===== config.mk =====
export PLATFORM = sky130hd
export DESIGN_NAME = shbp_host_port
export DESIGN_NICKNAME = d
export VERILOG_FILES = /design/src/core/shbp_pkg.sv /design/src/core/shbp_frame_if.sv /design/src/core/shbp_frame_timer.sv /design/src/core/shbp_host_port.sv
export SDC_FILE = /design/constraint.sdc
export NUM_CORES = 1
export LEC_CHECK = 0
export BUFFER_PORTS_ARGS = -buffer_cell sky130_fd_sc_hd__buf_4
export CAP_MARGIN = 20
export CELL_PAD_IN_SITES_DETAIL_PLACEMENT = 1
export CELL_PAD_IN_SITES_GLOBAL_PLACEMENT = 1
export CORE_MARGIN = 4
export CORE_UTILIZATION = 38
export DETAILED_ROUTE_END_ITERATION = 8
export GPL_TIMING_DRIVEN = 0
export PLACE_DENSITY_LB_ADDON = 0.1
export SLEW_MARGIN = 20
export SYNTH_ARGS = -nofsm -noshare
export SYNTH_HDL_FRONTEND = slang
export SYNTH_SLANG_ARGS = --single-unit
export TNS_END_PERCENT = 20

===== constraint.sdc =====
create_clock -name clk_in -period 4.6 [get_ports clk_in]
set_clock_uncertainty 0.2 [all_clocks]
set_input_delay 0.92 -clock clk_in [delete_from_list [all_inputs] [get_ports clk_in]]
set_output_delay 0.92 -clock clk_in [all_outputs]
set_load 0.05 [all_outputs]

===== src/core/shbp_pkg.sv =====
package shbp_pkg;
    // Host bus geometry
    localparam int          SHBP_BUS_W        = 8;
    localparam int          SHBP_SEL_W        = 2;
    // Bus style selection on the style pin
    localparam logic        SHBP_STYLE_DS_RW  = 1'h1;
    localparam logic        SHBP_STYLE_RD_WR  = 1'h0;
    // Bus mode selection on the mode pin
    localparam logic        SHBP_MODE_MUX     = 1'h1;
    localparam logic        SHBP_MODE_DEMUX   = 1'h0;
    // Direction line level for a read in the strobe-plus-direction style
    localparam logic        SHBP_DIR_READ     = 1'h1;
    // Reset values
    localparam logic [7:0]  SHBP_ADDR_RST     = 8'h00;
    localparam logic [7:0]  SHBP_DATA_RST     = 8'h00;
    // Frame timing: one PCM frame and its length in clock cycles
    localparam int          SHBP_CLK_PERIOD_PS = 5000;
    localparam int          SHBP_FRAME_TIME_NS = 125000;
    localparam int          SHBP_FRAME_CYCLES  =
        (SHBP_FRAME_TIME_NS * 1000) / SHBP_CLK_PERIOD_PS;
    localparam int          SHBP_FCNT_W        = 16;
    localparam logic [15:0] SHBP_FCNT_RST      = 16'h0000;
endpackage


===== src/core/shbp_frame_if.sv =====
`timescale 1ns/1ps
interface shbp_frame_if;
    import shbp_pkg::*;
    logic                   sync;
    logic                   clear;
    logic                   start;
    logic [SHBP_FCNT_W-1:0] count;
    modport timer (input sync, input clear, output start, output count);
    modport user  (output sync, output clear, input start, input count);
endinterface


===== src/core/shbp_frame_timer.sv =====
`timescale 1ns/1ps
module shbp_frame_timer
    import shbp_pkg::*;
#(
    parameter int FRAME_CYCLES = SHBP_FRAME_CYCLES
)(
    // Clock and reset
    input  wire logic     clk_in,
    input  wire logic     reset_in,
    // Frame carrier
    shbp_frame_if.timer   frm
);
    typedef struct packed {
        logic                   start;
        logic [SHBP_FCNT_W-1:0] count;
    } shbp_tmr_t;

    localparam logic [SHBP_FCNT_W-1:0] LAST =
        SHBP_FCNT_W'(FRAME_CYCLES - 1);

    shbp_tmr_t s_q;
    shbp_tmr_t s_d;

    // Clear holds the count at zero; sync pulse restarts the frame; otherwise free-run and wrap
    always_comb
    begin
        s_d = s_q;
        s_d.start = 1'b0;
        if (frm.clear)
        begin
            s_d.count = SHBP_FCNT_RST;
        end
        else if (frm.sync)
        begin
            s_d.count = SHBP_FCNT_RST;
            s_d.start = 1'b1;
        end
        else if (s_q.count == LAST)
        begin
            s_d.count = SHBP_FCNT_RST;
            s_d.start = 1'b1;
        end
        else
        begin
            s_d.count = s_q.count + 1'b1;
        end
    end

    // State register
    always_ff @(posedge clk_in)
    begin
        if (reset_in)
            s_q <= '0;
        else
            s_q <= s_d;
    end

    assign frm.start = s_q.start;
    assign frm.count = s_q.count;

    property p_sync_align;
        @(posedge clk_in) disable iff (reset_in)
        (frm.sync && !frm.clear) |=> (frm.count == SHBP_FCNT_RST) && frm.start;
    endproperty
    a_sync_align: assert property (p_sync_align)
        else $error("frame timing not aligned to sync pulse");
endmodule


===== src/core/shbp_host_port.sv =====
// What this block does
// - 8-bit host port in strobe-direction or split read/write style.
// - An access counts only while device select is held low.
// - Reset input high holds the device in its reset state.
// - Strobe style: direction high means read, low means write.
// - Strobe style: rising data strobe ends a valid read or write.
// - Separate-strobe style: write strobe asserted means a write access.
// - Separate-strobe style: read strobe asserted means a read access.
// - Register-select pins pick the register, only in demultiplexed mode.
// - Frame timing aligns to the external sync pulse.
// - Multiplexed mode: bus lines carry address and data.
// - Demultiplexed mode: bus lines carry data only.
`timescale 1ns/1ps
module shbp_host_port
    import shbp_pkg::*;
#(
    parameter int FRAME_CYCLES = SHBP_FRAME_CYCLES
)(
    // Clock and reset
    input  wire logic                   clk_in,
    input  wire logic                   reset_in,
    // Configuration straps
    input  wire logic                   bus_style_in,
    input  wire logic                   mux_mode_in,
    // Host bus pins
    input  wire logic                   device_clear_in,
    input  wire logic                   chip_sel_n_in,
    input  wire logic                   dir_wr_n_in,
    input  wire logic                   data_strobe_rd_n_in,
    input  wire logic                   reg_select_lsb_in,
    input  wire logic                   reg_select_msb_in,
    input  wire logic [SHBP_BUS_W-1:0]  bus_data_in,
    output logic      [SHBP_BUS_W-1:0]  bus_data_out,
    output logic                        bus_oe_out,
    input  wire logic                   frame_sync_pulse_in,
    // Register side
    output logic      [SHBP_BUS_W-1:0]  reg_addr_out,
    output logic      [SHBP_BUS_W-1:0]  reg_wdata_out,
    output logic                        reg_wr_out,
    output logic                        reg_rd_out,
    input  wire logic [SHBP_BUS_W-1:0]  reg_rdata_in,
    // Status
    output logic                        device_held_out,
    output logic                        frame_start_out,
    output logic      [SHBP_FCNT_W-1:0] frame_count_out
);
    typedef struct packed {
        logic                  sel;
        logic                  rd_act;
        logic                  wr_act;
        logic [SHBP_BUS_W-1:0] addr;
        logic [SHBP_BUS_W-1:0] wdata;
        logic                  wr;
        logic                  rd;
        logic [SHBP_BUS_W-1:0] bus_out;
        logic                  bus_oe;
        logic                  held;
    } shbp_state_t;

    localparam shbp_state_t S_RESET = '{
        sel: 1'b0, rd_act: 1'b0, wr_act: 1'b0,
        addr: SHBP_ADDR_RST, wdata: SHBP_DATA_RST,
        wr: 1'b0, rd: 1'b0,
        bus_out: SHBP_DATA_RST, bus_oe: 1'b0, held: 1'b0
    };

    shbp_state_t s_q;
    shbp_state_t s_d;
    logic        sel;
    logic        strobe_style;
    logic        rd_act;
    logic        wr_act;

    shbp_frame_if frm ();

    // Decode the current access from the pins of the chosen style
    always_comb
    begin
        sel          = !chip_sel_n_in;
        strobe_style = (bus_style_in == SHBP_STYLE_DS_RW);
        if (strobe_style)
        begin
            // Direction line picks read or write while strobe is low
            rd_act = sel && !data_strobe_rd_n_in
                     && (dir_wr_n_in == SHBP_DIR_READ);
            wr_act = sel && !data_strobe_rd_n_in
                     && (dir_wr_n_in != SHBP_DIR_READ);
        end
        else
        begin
            rd_act = sel && !data_strobe_rd_n_in;
            wr_act = sel && !dir_wr_n_in;
        end
    end

    // Next state: address latch, write commit, read drive
    always_comb
    begin
        s_d        = s_q;
        s_d.sel    = sel;
        s_d.rd_act = rd_act;
        s_d.wr_act = wr_act;
        s_d.wr     = 1'b0;
        s_d.rd     = 1'b0;
        s_d.held   = 1'b0;
        // Multiplexed: address rides the bus as select goes low
        if (mux_mode_in == SHBP_MODE_MUX)
        begin
            if (sel && !s_q.sel)
                s_d.addr = bus_data_in;
        end
        else if ((rd_act && !s_q.rd_act) || (wr_act && !s_q.wr_act))
        begin
            s_d.addr = {{(SHBP_BUS_W-SHBP_SEL_W){1'b0}},
                        reg_select_msb_in, reg_select_lsb_in};
        end
        // Track data while the write strobe is held, so the value seen
        // just before release is committed
        if (wr_act)
            s_d.wdata = bus_data_in;
        // Write takes effect when the strobe is released
        if (s_q.wr_act && !wr_act)
            s_d.wr = 1'b1;
        if (rd_act && !s_q.rd_act)
            s_d.rd = 1'b1;
        // Drive only through a selected read; released otherwise
        s_d.bus_oe  = rd_act;
        s_d.bus_out = rd_act ? reg_rdata_in : SHBP_DATA_RST;
        // Device clear holds everything at its reset value and sets the held flag
        if (device_clear_in)
        begin
            s_d      = S_RESET;
            s_d.held = 1'b1;
        end
    end

    // State register
    always_ff @(posedge clk_in)
    begin
        if (reset_in)
            s_q <= S_RESET;
        else
            s_q <= s_d;
    end

    // Frame timing follows the sync pulse
    assign frm.sync  = frame_sync_pulse_in;
    assign frm.clear = device_clear_in;

    shbp_frame_timer #(
        .FRAME_CYCLES (FRAME_CYCLES)
    ) u_timer (
        .clk_in   (clk_in),
        .reset_in (reset_in),
        .frm      (frm)
    );

    // Outputs straight from flops
    assign bus_data_out    = s_q.bus_out;
    assign bus_oe_out      = s_q.bus_oe;
    assign reg_addr_out    = s_q.addr;
    assign reg_wdata_out   = s_q.wdata;
    assign reg_wr_out      = s_q.wr;
    assign reg_rd_out      = s_q.rd;
    assign device_held_out = s_q.held;
    assign frame_start_out = frm.start;
    assign frame_count_out = frm.count;

    property p_oe_rise;
        @(posedge clk_in) disable iff (reset_in || device_clear_in)
        $rose(bus_oe_out) |-> $past(sel && !data_strobe_rd_n_in);
    endproperty
    a_oe_rise: assert property (p_oe_rise)
        else $error("bus driven without a selected read");

    property p_deselect;
        @(posedge clk_in) disable iff (reset_in)
        chip_sel_n_in |=> !bus_oe_out && !reg_rd_out;
    endproperty
    a_deselect: assert property (p_deselect)
        else $error("access seen while deselected");

    property p_clear;
        @(posedge clk_in) disable iff (reset_in)
        device_clear_in |=> device_held_out && !bus_oe_out && !reg_wr_out;
    endproperty
    a_clear: assert property (p_clear)
        else $error("device clear did not hold reset state");

    property p_dir_read;
        @(posedge clk_in) disable iff (reset_in || device_clear_in)
        (strobe_style && sel && !data_strobe_rd_n_in && dir_wr_n_in)
            |=> bus_oe_out;
    endproperty
    a_dir_read: assert property (p_dir_read)
        else $error("direction high not decoded as read");

    property p_ds_end;
        @(posedge clk_in) disable iff (reset_in || device_clear_in)
        // A clear in the cycle before wipes the active flag, so no commit
        (strobe_style && $past(wr_act) && !wr_act
            && !$past(device_clear_in)) |=> reg_wr_out;
    endproperty
    a_ds_end: assert property (p_ds_end)
        else $error("strobe release did not end the write");

    property p_wr_strobe;
        @(posedge clk_in) disable iff (reset_in || device_clear_in)
        (!strobe_style && $past(sel && !dir_wr_n_in) && !wr_act
            && !$past(device_clear_in))
            |=> reg_wr_out ##1 !reg_wr_out;
    endproperty
    a_wr_strobe: assert property (p_wr_strobe)
        else $error("write strobe not recognised as one write");

    property p_rd_strobe;
        @(posedge clk_in) disable iff (reset_in || device_clear_in)
        (!strobe_style && sel && !data_strobe_rd_n_in && !$past(rd_act))
            |=> reg_rd_out && bus_oe_out;
    endproperty
    a_rd_strobe: assert property (p_rd_strobe)
        else $error("read strobe not recognised as read");

    property p_demux_addr;
        @(posedge clk_in) disable iff (reset_in || device_clear_in)
        (reg_rd_out && !$past(mux_mode_in)) |->
            reg_addr_out == {6'h00, $past(reg_select_msb_in),
                             $past(reg_select_lsb_in)};
    endproperty
    a_demux_addr: assert property (p_demux_addr)
        else $error("register select not latched");

    property p_mux_addr;
        @(posedge clk_in) disable iff (reset_in || device_clear_in)
        (mux_mode_in && sel && !$past(sel)) |=>
            reg_addr_out == $past(bus_data_in);
    endproperty
    a_mux_addr: assert property (p_mux_addr)
        else $error("multiplexed address not latched");

    property p_wdata;
        @(posedge clk_in) disable iff (reset_in || device_clear_in)
        (reg_wr_out && !$past(device_clear_in, 2))
            |-> reg_wdata_out == $past(bus_data_in, 2);
    endproperty
    a_wdata: assert property (p_wdata)
        else $error("write data not the last strobed value");
endmodule


==> summary.md <==
| Metric | Value |
|---|---|
| #FFs+latches synth | `47` |
| RSZ-0062 raised after global routing | `no` |
| Share of cells above drive strength 1 | `about two fifths` |
| Die width | `just under 80 um` |
| Total GRT Usage | `approximately 16%` |
| Hold WC Path Type | `register to register` |
| Seq/Total Area, Yosys | `50.2%` |
| Worst flop-to-flop path endpoint | `u_timer.frm.count[14]` |
| Synth cell types | `29` |
| RePlAce Congestion | `about 0.75` |
| Hold_ws | `about 0.24 ns` |
| Placeable Area | `approximately 4800 um2` |
| Detailed Place HPWL | `approximately 3700 um` |
| Fmax | `439 MHz` |
| Mapped Nets | `around 230` |
| Routed Antenna Nets | `0` |
| Post-CTS Setup Repair Bufs | `0` |
| CTS clk-pin slew, worst paths | `roughly 0.080 ns` |
| Status | `finished, final reports clean` |
| Largest net degree at the start of global routing | `14` |
| Initial antenna violation count | `0` |
| Fillers | `roughly 570` |
| Slew Limit Headroom | `35.1%` |
| Row cnt | `25` |
| # setup viols final | `0` |
| Period utilisation layout | `49.6%` |
| Post-synth top cells | `dfxtp_1 (47), buf_4 (24), nor2_1 (24)` |
| Routed WL | `about 4700 um` |
| LEAKAGE | `between 1 and 1.5 nW` |
| Min-delay src | `bus_oe_out` |
| Post-synthesis async set-or-reset flop share | `0%` |
| Clk buf depth | `2` |
| Tmin final | `between 2 and 2.5 ns` |
| Data required, critical path | `~4.6 ns` |
| R2R depth | `6` |
| CTS buffer count | `5` |
| Post-route DRC | `0` |
| Sw Share | `22.9%` |
| CTS Hold Bufs | `0` |
| Initial DRT Pass Iterations | `4` |
| Global route total overflow | `0` |
| Reg-to-reg slack, setup | `around 2.5 ns` |
| Initial core utilization | `between 30% and 40%` |
| Boundary Pins | `just over 70` |
| PD cells | `around 300 nW/um2` |
| Combinational fraction of design power | `10.5%` |
| H-tree Lvls | `2` |
| Synth Instances | `200` |
| Flop pwr share | `between 50% and 60%` |
| Vias in the first global route | `1651` |
| CP endpoint kind | `register` |
| Least-Margin Pin Slew | `approximately 0.97 ns` |
| Int Pwr | `0.608 mW` |
| Post-DR wirelength/cell | `around 14 um` |
| CTS root buf | `clkbuf_8` |
| Initial drt markers | `51` |
| Max-cap violations | `0` |
| Via-to-Cell Ratio | `~4.7` |
| Area growth syn-to-layout | `38.7%` |
| # diodes | `0` |
| EDFF count, synth | `0` |
| Worst skew pair latency | `between 0.2 and 0.3 ns` |
| Worst r2r src | `u_timer.frm.count[0]` |
| Cell Area, Synth | `between 1500 and 2000 um2` |
| Hold Fails Final Rpt | `0` |
| Synth area leaders | `dfxtp_1 (50%), buf_4 (9.6%), xnor2_1 (5.6%)` |
| Hold Path Stages | `1` |
| Synth top area share | `about 50%` |
| First-pass GRT wire length | `~7800 um` |
| Clk sinks | `47` |
| Endpoint, Worst Hold | `reg_rd_out` |
| Final core occ | `between 50% and 60%` |
| Count leader, synth | `dfxtp_1` |
| Crit path launch type | `input pin` |
| Clk network pwr share | `a little under two fifths` |
| Pins Over Slew Limit | `0` |
| WS Path Type | `input pin to register` |
| Ys flop type | `dfxtp_1` |
| Nets@finish | `roughly 310` |
| Die area | `approximately 6100 um2` |
| CP max FO | `6` |
| Mean Syn Cell Area | `approximately 9.4 um2` |
| Post-synth top area cell | `dfxtp_1` |
| PostCTS Resize Cnt | `0` |
| Max VDD drop | `approximately 0.14 mV` |
| TNS Setup | `0 ns` |
| IO buf count | `71` |
| Arr. time, crit path | `2.27 ns` |
| Die height | `approximately 78 um` |
| CTS tree | `yes` |
| Via count | `approximately 1600` |
| Switching pwr | `~0.18 mW` |
| Synth Warn # | `0` |
==> per-stage QoR <==
step                      instance area [um2]  instances  power (mW)  setup slack (ns)
final                                    2600        345       0.789              2.32
after floorplan                          1870        200       0.472              2.32
after CTS                                2600        345       0.797              2.30
after global routing                     2600        345       0.822              2.25
after global placement                   2490        338       0.508              1.76
after detailed placement                 2500        338       0.510              1.99
==> cells by family after synthesis <==
family | synth area share (%)
xor+xnor | 6.55
mux | 1.07
buf+inv | 11.4
fa+ha+maj | 0.668
simple gates | 21.5
compound gates | 8.55
flops | 50.2
==> sequential cells by signal, summed over array words and instances (netlist names) <==
name,count
u_timer.frm.count,16
bus_data_out,8
reg_addr_out,8
reg_wdata_out,8
s_q,2
bus_oe_out,1
device_held_out,1
reg_rd_out,1
reg_wr_out,1
u_timer.frm.start,1
==> critical path: stages <==
cell and delay, ns:
buf_4 0.13, or3_1 0.37, nor3_1 0.32, nor2_1 0.22
a32o_1 0.30
==> metal layers <==
| layer | vias up | wire [um] | global-route usage, % |
|---|---|---|---|
| li1 | 809 | - | - |
| met1 | 765 | 1950 | 17.9 |
| met2 | 42 | 2420 | 29.5 |
| met3 | 6 | 262 | 3.33 |
| met4 | 0 | 55 | 5.94 |
| met5 | - | 0 | 0 |
==> placed cells by master (no fill, tap or decap), types with 2 or more instances in the layout <==
master,instances
a21oi_1,10
or4_1,2
or2_2,2
nand2_1,19
nand3_1,6
inv_1,3
nor3_1,5
clkbuf_8,5
nor2b_1,3
buf_4,95
nand4_1,4
nor4_1,4
a32o_1,6
mux2i_1,2
dfxtp_1,47
clkbuf_1,4
xor2_1,2
o31ai_1,3
and3_1,2
and2_1,8
xnor2_1,12
nor2_1,24
==> power by group through the flow <==
stage,clock (mW),combinational [mW],sequential (mW)
after floorplan,0,0.0413,0.431
after global placement,0,0.0827,0.426
after detailed placement,0,0.0845,0.426
after CTS,0.297,0.0845,0.416
after global routing,0.315,0.0898,0.417
final,0.289,0.0830,0.416
==> layout make-up <==
type,instances,area (um2),share of cell area (%)
clock inverter,1,30.0,1.16
multi-input combinational,122,724,27.9
clock buffer,6,72.6,2.79
buffer,28,203,7.80
inverter,3,11.3,0.433
timing repair buffer,71,533,20.5
sequential,47,941,36.2
tap,67,83.8,3.23
==> how the worst max path moves through the flow <==
stage / slack, ns / to / start
global route: 2.25 / reg_addr_out[3] / mux_mode_in
detailed placement: 1.99 / reg_addr_out[6] / mux_mode_in
global placement: 1.76 / bus_data_out[1] / device_clear_in
CTS: 2.30 / reg_addr_out[7] / mux_mode_in
finish: 2.32 / reg_addr_out[7] / mux_mode_in
floorplan: 2.32 / reg_addr_out[2] / mux_mode_in
(Power assumes the default switching activity.)
